### config.mk
export PLATFORM = sky130hd
export DESIGN_NAME = flash_host
export DESIGN_NICKNAME = d
export VERILOG_FILES = /design/src/flash_host_pkg.sv /design/src/flash_strobe.sv /design/src/flash_host.sv
export SDC_FILE = /design/constraint.sdc
export NUM_CORES = 1
export LEC_CHECK = 0
export BUFFER_PORTS_ARGS = -buffer_cell sky130_fd_sc_hd__buf_2
export CORE_MARGIN = 2
export CORE_UTILIZATION = 45
export DETAILED_ROUTE_END_ITERATION = 6
export PLACE_DENSITY = 0.66
export SETUP_SLACK_MARGIN = 0.1
export SYNTH_ARGS = -nofsm -noshare
export SYNTH_HDL_FRONTEND = slang
export SYNTH_SLANG_ARGS = --single-unit
### constraint.sdc
create_clock -name sys_clk -period 3.5 [get_ports sys_clk]
set_input_delay 0.175 -clock sys_clk [delete_from_list [all_inputs] [get_ports sys_clk]]
set_output_delay 0.175 -clock sys_clk [all_outputs]
set_load 0.05 [all_outputs]
### src/flash_host_pkg.sv
package flash_host_pkg;

  localparam int unsigned clk_mhz = 50;
  localparam int unsigned strobe_high_pulse_min_ns = 150;
  localparam int unsigned write_pulse_ns = 90;
  localparam int unsigned write_high_ns = 90;
  localparam int unsigned read_access_ns = 55;
  localparam int unsigned address_hold_ns = 50;
  localparam int unsigned strobe_high_cycles = (strobe_high_pulse_min_ns * clk_mhz + 999) / 1000;
  localparam int unsigned write_low_cycles = (write_pulse_ns * clk_mhz + 999) / 1000;
  localparam int unsigned write_high_cycles = (write_high_ns * clk_mhz + 999) / 1000;
  localparam int unsigned read_cycles = (read_access_ns * clk_mhz + 999) / 1000 + 1;
  localparam int unsigned hold_cycles = (address_hold_ns * clk_mhz + 999) / 1000;

  localparam logic [15:0] boot_first = 16'h0000;
  localparam logic [15:0] boot_last = 16'h1FFF;
  localparam logic [15:0] ident_maker_addr = 16'h0000;
  localparam logic [15:0] ident_device_addr = 16'h0001;

  // command pattern values are fixed here as localparams; board integration cannot override them
  localparam logic [14:0] unlock_addr1 = 15'h5555;
  localparam logic [14:0] unlock_addr2 = 15'h2AAA;
  localparam logic [7:0] unlock_data1 = 8'hAA;
  localparam logic [7:0] unlock_data2 = 8'h55;
  localparam logic [7:0] cmd_program = 8'hA0;
  localparam logic [7:0] cmd_erase_setup = 8'h80;
  localparam logic [7:0] cmd_chip_erase = 8'h10;
  localparam logic [7:0] cmd_ident_entry = 8'h90;
  localparam logic [7:0] cmd_ident_exit = 8'hF0;
  localparam logic [7:0] cmd_lockout = 8'h40;
  localparam int unsigned toggle_bit = 6;

  typedef enum logic [2:0] {
    op_read,
    op_program,
    op_chip_erase,
    op_ident_entry,
    op_ident_exit,
    op_lockout
  } op_t;

  typedef struct packed {
    op_t op;
    logic [15:0] addr;
    logic [7:0] data;
  } host_req_t;

  typedef struct packed {
    logic [15:0] addr;
    logic [7:0] data;
  } bus_word_t;

endpackage

### src/flash_strobe.sv
`timescale 1ns/1ps
module flash_strobe
  import flash_host_pkg::*;
(
  // clock and reset
  input wire logic sys_clk,
  input wire logic resetn,
  // cycle request
  input wire logic start,
  input wire logic is_write,
  output logic busy,
  output logic done,
  // strobe drive
  output logic strobe_n,
  output logic sample
);

  typedef enum {s_idle, s_low, s_high} strobe_state_t;
  strobe_state_t state;
  logic [7:0] count;
  logic writing;

  function automatic logic [7:0] low_len(input logic w);
    return w ? 8'(write_low_cycles) : 8'(read_cycles);
  endfunction

  // one cycle: strobe low for its pulse, then high for the recovery time
  always_ff @(posedge sys_clk or negedge resetn) begin
    if (!resetn) begin
      state <= s_idle;
      count <= 8'h00;
      writing <= 1'b0;
      strobe_n <= 1'b1;
      sample <= 1'b0;
      done <= 1'b0;
    end else begin
      sample <= 1'b0;
      done <= 1'b0;
      case (state)
        s_idle: begin
          if (start) begin
            state <= s_low;
            writing <= is_write;
            strobe_n <= 1'b0;
            count <= low_len(is_write);
          end
        end
        s_low: begin
          if (count == 8'h01) begin
            state <= s_high;
            strobe_n <= 1'b1;
            sample <= !writing;
            // the high time covers both write recovery and the toggle pulse minimum
            count <= 8'(strobe_high_cycles > write_high_cycles ?
                        strobe_high_cycles : write_high_cycles);
          end else begin
            count <= count - 8'h01;
          end
        end
        s_high: begin
          if (count == 8'h01) begin
            state <= s_idle;
            done <= 1'b1;
          end else begin
            count <= count - 8'h01;
          end
        end
        default: state <= s_idle;
      endcase
    end
  end

  assign busy = (state != s_idle);

endmodule

### src/flash_host.sv
`timescale 1ns/1ps
module flash_host
  import flash_host_pkg::*;
(
  // clock and reset
  input wire logic sys_clk,
  input wire logic resetn,
  // user request
  input wire logic req_valid,
  input wire host_req_t req,
  output logic req_ready,
  // user answer
  output logic resp_valid,
  output logic [7:0] resp_data,
  output logic resp_refused,
  output logic ident_mode,
  output logic lockout_sent,
  // flash pins
  output logic [15:0] flash_addr,
  output logic [7:0] flash_dq_out,
  output logic flash_dq_oe,
  input wire logic [7:0] flash_dq_in,
  output logic chip_enable_n,
  output logic output_enable_n,
  output logic write_enable_n
);

  typedef enum {h_idle, h_seq, h_wait, h_read, h_poll, h_answer} host_state_t;
  host_state_t state;
  host_req_t cur;
  logic [2:0] step;
  logic [2:0] steps;
  logic have_prev;
  logic [7:0] prev;
  logic cyc_start;
  logic cyc_write;
  logic cyc_busy;
  logic cyc_done;
  logic strobe_n;
  logic sample;
  bus_word_t word;
  logic [7:0] answer;
  logic refused;

  function automatic bus_word_t cmd_word(input op_t op, input logic [2:0] n,
                                         input host_req_t r);
    bus_word_t w;
    w.addr = {1'b0, unlock_addr1};
    w.data = unlock_data1;
    case (n)
      3'd1: begin
        w.addr = {1'b0, unlock_addr2};
        w.data = unlock_data2;
      end
      3'd2: begin
        case (op)
          op_program: w.data = cmd_program;
          op_chip_erase: w.data = cmd_erase_setup;
          op_ident_entry: w.data = cmd_ident_entry;
          op_ident_exit: w.data = cmd_ident_exit;
          default: w.data = cmd_lockout;
        endcase
      end
      3'd3: begin
        if (op == op_program) begin
          w = {r.addr, r.data};
        end else begin
          w.data = unlock_data1;
        end
      end
      3'd4: begin
        w.addr = {1'b0, unlock_addr2};
        w.data = unlock_data2;
      end
      3'd5: w.data = (op == op_chip_erase) ? cmd_chip_erase : cmd_lockout;
      default: w.data = unlock_data1;
    endcase
    // program data keeps its full address; command cycles use only the low 15 bits
    if (!(op == op_program && n == 3'd3)) begin
      w.addr[15] = 1'b0;
    end
    return w;
  endfunction

  function automatic logic [2:0] op_steps(input op_t op);
    case (op)
      op_program: return 3'd4;
      op_chip_erase: return 3'd6;
      op_lockout: return 3'd6;
      default: return 3'd3;
    endcase
  endfunction

  function automatic logic in_boot(input logic [15:0] a);
    return (a >= boot_first) && (a <= boot_last);
  endfunction

  assign word = cmd_word(cur.op, step, cur);

  flash_strobe u_strobe (
    .sys_clk(sys_clk),
    .resetn(resetn),
    .start(cyc_start),
    .is_write(cyc_write),
    .busy(cyc_busy),
    .done(cyc_done),
    .strobe_n(strobe_n),
    .sample(sample)
  );

  // sequencing
  always_ff @(posedge sys_clk or negedge resetn) begin
    if (!resetn) begin
      state <= h_idle;
      cur <= '0;
      step <= 3'd0;
      steps <= 3'd0;
      cyc_start <= 1'b0;
      cyc_write <= 1'b0;
      have_prev <= 1'b0;
      prev <= 8'h00;
      answer <= 8'h00;
      refused <= 1'b0;
    end else begin
      cyc_start <= 1'b0;
      case (state)
        h_idle: begin
          refused <= 1'b0;
          if (req_valid) begin
            cur <= req;
            step <= 3'd0;
            steps <= op_steps(req.op);
            if (req.op == op_read) begin
              state <= h_read;
              cyc_start <= 1'b1;
              cyc_write <= 1'b0;
            end else if (req.op == op_program && lockout_sent && in_boot(req.addr)) begin
              refused <= 1'b1;
              state <= h_answer;
            end else begin
              state <= h_seq;
              cyc_start <= 1'b1;
              cyc_write <= 1'b1;
            end
          end
        end
        h_seq: begin
          if (cyc_done) begin
            if (step == steps - 3'd1) begin
              have_prev <= 1'b0;
              if (cur.op == op_program || cur.op == op_chip_erase) begin
                state <= h_poll;
                cyc_start <= 1'b1;
                cyc_write <= 1'b0;
              end else begin
                state <= h_answer;
              end
            end else begin
              step <= step + 3'd1;
              cyc_start <= 1'b1;
            end
          end
        end
        h_read: begin
          if (sample) begin
            answer <= flash_dq_in;
          end
          if (cyc_done) begin
            state <= h_answer;
          end
        end
        h_poll: begin
          if (sample) begin
            prev <= flash_dq_in;
          end
          if (cyc_done) begin
            // only a change between reads counts, never the bit level itself
            // the first read has no partner yet, so it never ends the poll
            if (have_prev && prev[toggle_bit] == answer[toggle_bit]) begin
              state <= h_answer;
            end else begin
              cyc_start <= 1'b1;
            end
            have_prev <= 1'b1;
            answer <= prev;
          end
        end
        h_answer: state <= h_idle;
        default: state <= h_idle;
      endcase
    end
  end

  // mode tracking; reset stands in for power-up, which leaves array mode
  always_ff @(posedge sys_clk or negedge resetn) begin
    if (!resetn) begin
      ident_mode <= 1'b0;
      lockout_sent <= 1'b0;
    end else if (state == h_seq && cyc_done && step == steps - 3'd1) begin
      if (cur.op == op_ident_entry) begin
        ident_mode <= 1'b1;
      end
      if (cur.op == op_ident_exit) begin
        ident_mode <= 1'b0;
      end
      if (cur.op == op_lockout) begin
        lockout_sent <= 1'b1;
      end
    end
  end

  // pins: the polling address stays that of the request
  always_ff @(posedge sys_clk or negedge resetn) begin
    if (!resetn) begin
      flash_addr <= 16'h0000;
      flash_dq_out <= 8'h00;
      flash_dq_oe <= 1'b0;
      chip_enable_n <= 1'b1;
      output_enable_n <= 1'b1;
      write_enable_n <= 1'b1;
    end else begin
      if (state == h_seq) begin
        flash_addr <= word.addr;
        flash_dq_out <= word.data;
        flash_dq_oe <= 1'b1;
        output_enable_n <= 1'b1;
        write_enable_n <= strobe_n;
        chip_enable_n <= !cyc_busy;
      end else if (state == h_read || state == h_poll) begin
        flash_addr <= cur.addr;
        flash_dq_oe <= 1'b0;
        write_enable_n <= 1'b1;
        chip_enable_n <= 1'b0;
        output_enable_n <= strobe_n;
      end else begin
        flash_dq_oe <= 1'b0;
        chip_enable_n <= 1'b1;
        output_enable_n <= 1'b1;
        write_enable_n <= 1'b1;
      end
    end
  end

  // answer
  always_ff @(posedge sys_clk or negedge resetn) begin
    if (!resetn) begin
      resp_valid <= 1'b0;
      resp_data <= 8'h00;
      resp_refused <= 1'b0;
      req_ready <= 1'b0;
    end else begin
      resp_valid <= (state == h_answer);
      // refusal flag rides with the answer pulse, never ahead of it
      resp_refused <= (state == h_answer) && refused;
      if (state == h_answer) begin
        resp_data <= answer;
      end
      req_ready <= (state == h_idle) && !req_valid;
    end
  end

endmodule

==> summary by stage, run 1 <==
Setup path
The family of cells with the greatest summed delay on the critical path is compound AO/OA/AOI/OAI gates. The arrival time of data at the critical path endpoint is 2.75 ns. The critical path is of the reg -> reg type. The category of the worst setup path capture point is a flip-flop. Setup slack on the worst reg-to-reg path comes out at 1.01 ns. The worst setup path is launched from a flip-flop. The critical path launch point is u_strobe.state[0]$_DFFE_PN0P_. The worst-path cell with the longest stage delay is a2111oi_0. For this run, the slowest stage of the critical path takes 0.82 ns. The maximum net fanout on the critical path is 11. The number of cells on the worst reg-to-reg path is 7. Counting both buffers and inverters, the worst setup path holds a total of 1. The critical path capture point is u_strobe.count[6]$_DFFE_PN0P_. The worst register-to-register path begins at u_strobe.state[0]$_DFFE_PN0P_. The required time reported for the critical path endpoint is 3.76 ns. Counting buffers and inverters, the worst setup path is 7 cells deep. The capturing point of the worst reg2reg path is u_strobe.count[6]$_DFFE_PN0P_. The critical path goes through inv_1 -> ha_1 -> or2_2 -> o21ai_0 -> a2111oi_0 -> xnor2_1 -> nor2_1.

STA
The slew of the pin with the lowest slew margin is 1.10 ns. The final period demand of the worst path is 2.49 ns. Hold is met by 0.0277 ns. The headroom to the max-slew limit is 26.5%. Setup repair after global routing left no endpoint under its margin. The worst clock skew is 0.0118 ns. For the final routed database, the setup TNS stands at 0 ns. The final number of hold-violating endpoints came to 0. The worst path uses 71.2% of the clock period. For this run, the top clock speed supported by timing is 401 MHz. The max-slew violation count is 0. Setup violations remaining at the end of the flow were counted as 0.

Clock network
Counting the buffers created by CTS gives 9. The clock passes through at most 2 buffers. In this run the clock root is driven by a clkbuf_8.

The clock net in this run drives a total of 111 sinks. The clock reaches the later pin of the worst-skew pair after 0.38 ns. The number of levels the H-tree was split into is 3. The number of post-CTS setup repair buffers is 0. The TritonCTS clock tree is built. The clock-pin slew reported for the worst setup and hold paths after clock tree synthesis is 0.10 ns.

Power and ir drop
In this run the power density over the cells is 821 nW/um2. The design draws 4920 uW. The static leakage power is 0.00289 uW. The maximum ir drop on the vdd rail is 0.000494 V.

Detailed routing
Detailed routing inserted a total of 4034 vias. The number of antenna-violating nets in the routed design is 0. The DRC marker count from the first detailed-route iteration is 321. The average vias per placed instance is 5.22. Dividing the detail-routed wire length by the instance count gives 14.6 um. After detailed routing, the total wire length is 11300 um. For this run, design rule violations remaining after detail routing come to 0. The first detailed-routing pass took 4 iterations.

Synthesis
The largest total area in the synthesized netlist belongs to dfrtp_1. The xor-xnor portion of the synthesized cell area is 1.74%. The per-instance average area after synthesis is 9.40 um2. The multiplexer share of the synthesized area is 4.23%. During synthesis, Yosys emitted a total of 0 warnings. The area share of the largest cell type after synthesis is 53.2%. The combinational family with the most area after synthesis is simple AND/OR/NAND/NOR gates. After Yosys synthesis, and, or, nand and nor cells account for 19.4% of the synthesized area. The compound-cell area share of the yosys netlist is 13.2%.

After synthesis, flip-flops and latches occupy 55.3% of the total area. Sorting the synthesized cells by area gives the leading types as dfrtp_1 53%, nand2_1 11%, o21ai_0 3.6%. In the synthesized netlist the dominant register cell turns out to be dfrtp_1.

The post-synthesis instance area is 5030 um2. The count of different cell masters after synthesis is 54. The number of synthesized register bits is 111. Of all flip-flops after synthesis, the portion carrying an async set or reset was 100%. The number of nets handed over by synthesis was 584. The post-synthesis instance total is 535. Summing the areas of all fa, ha and maj instances in the mapped netlist gives 2.74% of the synthesized area. In this run, synthesis inferred 0 flip-flops with an integrated enable.

Floorplan
The starting utilization of the core area is 46.2%. The placement row count is 38. The floorplan die width is 110 um.

During I/O placement, the number of pins put on the boundary was 79. The core area is 10900 um2. Measured along the y axis, the die boundary spans 110 um. The die footprint is 12000 um2.

Global route
Summed over all layers, the global routing overflow is 0. The first-pass GRT wire length is 18400 um. Entering global routing, the biggest net connects 68 pins. The via count of the first global-routing pass is 3867. The initial antenna violation count is 0. The global-route total usage across every layer is 19.7%.

Cells and area
The library cells used most frequently in the layout, excluding fill and tap cells, are 151 x nand2_1, 107 x dfrtp_1, 77 x buf_2. The count of cells in the finished layout, fillers not included, comes to 773. The most common library cell in the layout ignoring fill and taps is nand2_1. After the last flow step, the layout net total stands at 677. The fraction of layout instances using a drive strength above 1 is 18.6%.

The signed area change from the synthesized netlist to the final layout is 19.1%. The number of antenna diodes is 0.

Place
At the end of routability-driven placement, the weighted congestion stood at 0.855. The placed instance count is 734. The half-perimeter wire length after detailed placement is 8050 um. The port buffer count is 78.

Status
The flow ran to the end, and the final reports show no timing, DRC or antenna violations.

Min path
The tightest min-delay check is of the in -> reg type.

Flow run
The count of maximum capacitance violations is 0.
[area by class of cell]
cell class	instances	area, um2
Clock buffer	9	124
Clock inverter	7	103
Fill cell	992	4890
Inverter	21	78.8
Multi-Input combinational cell	380	2080
Sequential cell	111	2780
Tap cell	140	175
Timing Repair Buffer	105	653
[how the worst min path moves through the flow]
stage                   startpoint               endpoint  slack [ns]  depth (start not counted)
floorplan                   resetn  answer[0]$_DFFE_PN0P_       -0.12                          0
global placement            resetn     cur[4]$_DFFE_PN0P_        0.33                          1
detailed placement          resetn     cur[4]$_DFFE_PN0P_        0.32                          1
CTS                        req[23]    cur[23]$_DFFE_PN0P_        0.01                          3
global route        flash_dq_in[1]    prev[1]$_DFFE_PN0P_        0.01                          2
finish                     req[23]    cur[23]$_DFFE_PN0P_        0.03                          3
[synth_stat cells, types with 2 or more instances]
cell / instances
or3_1: 3
or2_2: 3
dfstp_2: 4
a211oi_1: 6
o22a_1: 2
nor2b_1: 2
a21o_1: 3
dfrtp_1: 107
o2bb2ai_1: 2
a2111oi_0: 2
mux2_2: 10
nor3_1: 7
and3_1: 3
and2_1: 3
clkbuf_1: 18
mux2i_1: 10
xnor2_1: 6
nand3_1: 4
ha_1: 11
or4_1: 2
a21oi_1: 30
nor4_1: 2
o21ai_0: 36
a31oi_1: 4
buf_2: 3
o22ai_1: 4
o31ai_1: 4
nand2b_1: 8
a22o_1: 2
xor2_1: 4
nor2_1: 38
inv_1: 20
nand2_1: 151
[routing by layer]
layer / wire length (um) / share of wire (%) / track usage, % / up-vias
met4: 165 / 1.5 / 5.88 / 0
met3: 558 / 4.9 / 4.80 / 15
li1: - / - / - / 1987
met1: 5170 / 46 / 25.1 / 1930
met5: 0 / 0 / 0 / -
met2: 5410 / 48 / 33.4 / 102
[state kept, by name (all words and copies together), names as in the netlist, 2 cells and up]
name            count
resp_data           8
u_strobe.state      2
state               3
u_strobe.count      8
prev                8
cur                27
steps               3
flash_addr         16
step                3
flash_dq_out        8
answer              8
[timing repair]
item | CTS | global route
hold buffers | 23 | 0
resized for setup | 0 | 0
endpoints found under the hold margin | 85 | 0
[worst min-delay path, delay by kind of cell]
kind / cells / cell delay [ns]
buffers and inverters: 1 / 0.10
and+or+nand+nor: 2 / 0.10
[where the power goes]
part	total [uW]	switching, uW	internal [uW]
clock network	862	450	412
logic	2010	1410	603
registers	2050	321	1720
[logic make-up after synthesis]
| family | after synthesis |
|---|---|
| and+or+nand+nor | 231 |
| DFF | 111 |
| AOI/OAI and AO/OA | 108 |
| buffers and inverters | 44 |
| muxes | 20 |
| adders and majority gates | 11 |
| xor gates and xnor gates | 10 |
[metrics by stage]
stage / cell area, um2 / setup WS [ns] / util [%]
detailed placement: 5540 / 1.12 / 50.9
global route: 5990 / 0.839 / 55.1
global placement: 5540 / 1.24 / 50.9
floorplan: 5030 / 1.42 / -
finish: 5990 / 1.01 / 55.1
CTS: 5990 / 1.11 / 55.1
Power figures use the tool's default switching activity.
==> run 2: changes to the inputs <==
clock period = 2.3 ns   (was 3.5 ns; I/O delays follow)
==> run 2 against run 1 <==
Clock skew shrank 0.0011 ns. Maximum frequency grew 18%. Largest cell class unchanged. First-iteration DRC count down 2.8%. Critical endpoint is now u_strobe.count[0]$_DFFE_PN0P_. Largest power group is now combinational logic. Count of clock-buffer cells in the layout is 2 higher. Sequential cell count did not move. Final cell count increased by 4.1%. Sequential power is 51% higher.
==> summary by stage, run 2 (synthesis gave the netlist of run 1 again) <==
STA
The slew of the pin with the lowest slew margin is 0.634 ns (-0.469 ns). The max-slew violation count is 0 (unchanged). The highest achievable clock rate is 473 MHz (+18%). The number of setup violations in the final report is 0 (unchanged). The final worst setup slack is 0.188 ns (-0.819 ns). The headroom to the max-slew limit is 57.4% (+31 points).

The post-route clock period utilization was 91.8% (+21 points). The final number of hold-violating endpoints came to 0 (unchanged). The final period demand of the worst path came to 2.11 ns (-0.381 ns).

The worst clock skew was 0.0106 ns (-0.00113 ns). Setup repair after global routing left no endpoint under its margin. The total negative slack is 0 ns (unchanged).

Clock network
The clock-pin slew reported for the worst setup and hold paths after clock tree synthesis is 0.10 ns (about the same). The total CTS buffers came to 9 (unchanged). The sink count of the clock tree is 111 (unchanged). The cell chosen for the clock root is clkbuf_8. The clock latency at the later pin of the worst-skew pair is 0.38 ns (about the same). TritonCTS built the clock tree. The number of post-CTS setup repair buffers is 0 (unchanged).

The clock tree buffer depth was 2 (unchanged). The number of levels the H-tree was split into came to 3 (unchanged).

Floorplan
The placement row count came to 38 (unchanged). The core area was 10900 um2 (unchanged). The die footprint is 12000 um2 (unchanged). The count of pins on the block boundary is 79 (unchanged). The floorplan die width is 110 um (unchanged). The starting utilization of the core area was 46.2% (unchanged). The y dimension of the die is 110 um (unchanged).

Setup path
The worst setup path is of the reg -> reg kind. The required time reported for the critical path endpoint came to 2.58 ns (-1.18 ns). The maximum net fanout on the critical path came to 7 (-4).

The arrival time of data at the critical path endpoint is 2.39 ns (-0.36 ns). The kind of launch point of the worst setup path is a flip-flop. The category of the worst setup path capture point is a flip-flop.

Status
The flow ran to the end, and the final reports show no timing, DRC or antenna violations.

Place
The placed instance count is 752 (+2.5%). The worst-case setup slack after placement came to 0.118 ns (-1.00 ns). The final estimated routing congestion in global placement was 0.817 (-4.4%).

The placement-stage cell area came to 5700 um2 (+2.9%). The port buffer count is 78 (unchanged). The half-perimeter wire length after detailed placement was 8080 um (+0.36%).

Min path
The min-delay analysis places its worst path in the category in -> async.

Cells and area
The fraction of layout instances using a drive strength above 1 was 20.9% (+2.3 points). The final non-filler cell total came to 805 (+4.1%). In the final layout, the registers with the most flip-flops are cur (27), flash_addr (16). The final design instance area without fill came to 6280 um2 (+4.8%). The most common library cell in the layout ignoring fill and taps is nand2_1.

The register containing the most flip-flops in the final layout is cur. The signed area change from the synthesized netlist to the final layout is 24.9%. In the layout the commonest cells are 151 x nand2_1, 107 x dfrtp_1, 77 x buf_2. The number of antenna diodes was 0 (unchanged). The post-layout net count is 709 (+4.7%). The number of flip-flops under the largest register name was 27 (unchanged). The utilization after layout is 57.7% (+2.7 points).

Detailed routing
The number of vias after detailed routing is 4206 (+4.3%). The number of remaining DRC errors is 0 (unchanged). The DRC marker count from the first detailed-route iteration is 312 (-2.8%).

The iteration count of the initial detailed-routing pass is 5 (+1). The wire length after detailed routing is 11600 um (+2.9%). The routed length per instance came to 14.4 um (-1.2%). The number of antenna-violating nets in the routed design is 0 (unchanged). The average vias per placed instance was 5.22 (+0.12%).

Global route
The first-pass GRT wire length was 19500 um (+5.9%). The initial antenna violation count is 0 (unchanged). The met1 usage was 28.1% (+3.0 points). The global-route total usage across every layer is 20.9% (+1.1 points).

The pin count of the biggest net entering global routing is 49 (-28%). The layer carrying the most global-route usage is met2. The via count of the first global-routing pass is 4088 (+5.7%). The overall overflow remaining after global route is 0 (unchanged).

The met2 demand-to-capacity share in global routing was 33.7% (+0.26 points). The global routing met3 resource utilization was 5.10% (+0.30 points).

Power and ir drop
The power density over the cells is 1190 nW/um2 (+45%). The maximum ir drop on the vdd rail is 0.000774 V (+57%). The static leakage power is 0.00303 uW (+4.9%).

Flow run
The count of maximum capacitance violations is 0 (unchanged).
run 2: final cells by class:
class,instances,area (um2)
fillers,970,4600
flip-flops and latches,111,2780
multi-input cells,380,2100
repair buffers,137,953
well taps,140,175
clock buffers,11,151
inverters,21,78.8
clock inverters,5,38.8
run 2: repair_timing:
action,in CTS,in global routing
endpoints found under the hold margin,66,0
hold buffers,37,0
setup endpoints to repair,0,9
resized for setup,0,8
run 2: per-layer routing:
layer	vias up	part of all wire, %
li1	2052	-
met1	2005	45
met2	134	48
met3	15	5.2
met4	0	1.2
met5	-	0
run 2: worst paths after layout:
check	end	startpoint	slack [ns]	cells after the start
max in group asynchronous	answer[6]$_DFFE_PN0P_	resetn	1.30	3
worst max-delay path	u_strobe.count[0]$_DFFE_PN0P_	u_strobe.count[2]$_DFFE_PN0P_	0.19	5
worst max register to register	u_strobe.count[0]$_DFFE_PN0P_	u_strobe.count[2]$_DFFE_PN0P_	0.19	5
worst min register to register	resp_data[0]$_DFFE_PN0P_	answer[0]$_DFFE_PN0P_	0.47	2
min in group sys_clk	cur[14]$_DFFE_PN0P_	req[14]	0.45	4
worst min-delay path	flash_dq_oe$_DFF_PN0_	resetn	0.21	2
run 2: where the power goes:
group / switching [uW] / internal (uW)
sequential: 469 / 2630
combinational: 2210 / 1040
clock: 668 / 461
run 2: per-stage QoR:
stage / hold WS (ns) / total power (uW)
2_1_floorplan: -0.181 / 5390
4_1_cts: 0.213 / 7500
6_report: 0.213 / 7480
5_1_grt: 0.251 / 8040
3_5_place_dp: 0.100 / 6300
3_3_place_gp: 0.100 / 6220
run 2: worst max-delay path, cell delays in order, from the launching register on:
cell and delay [ns]:
dfrtp_1 0.44, or4_4 0.57, or3_4 0.43, a21o_1 0.23, and3_1 0.18, o22a_1 0.16
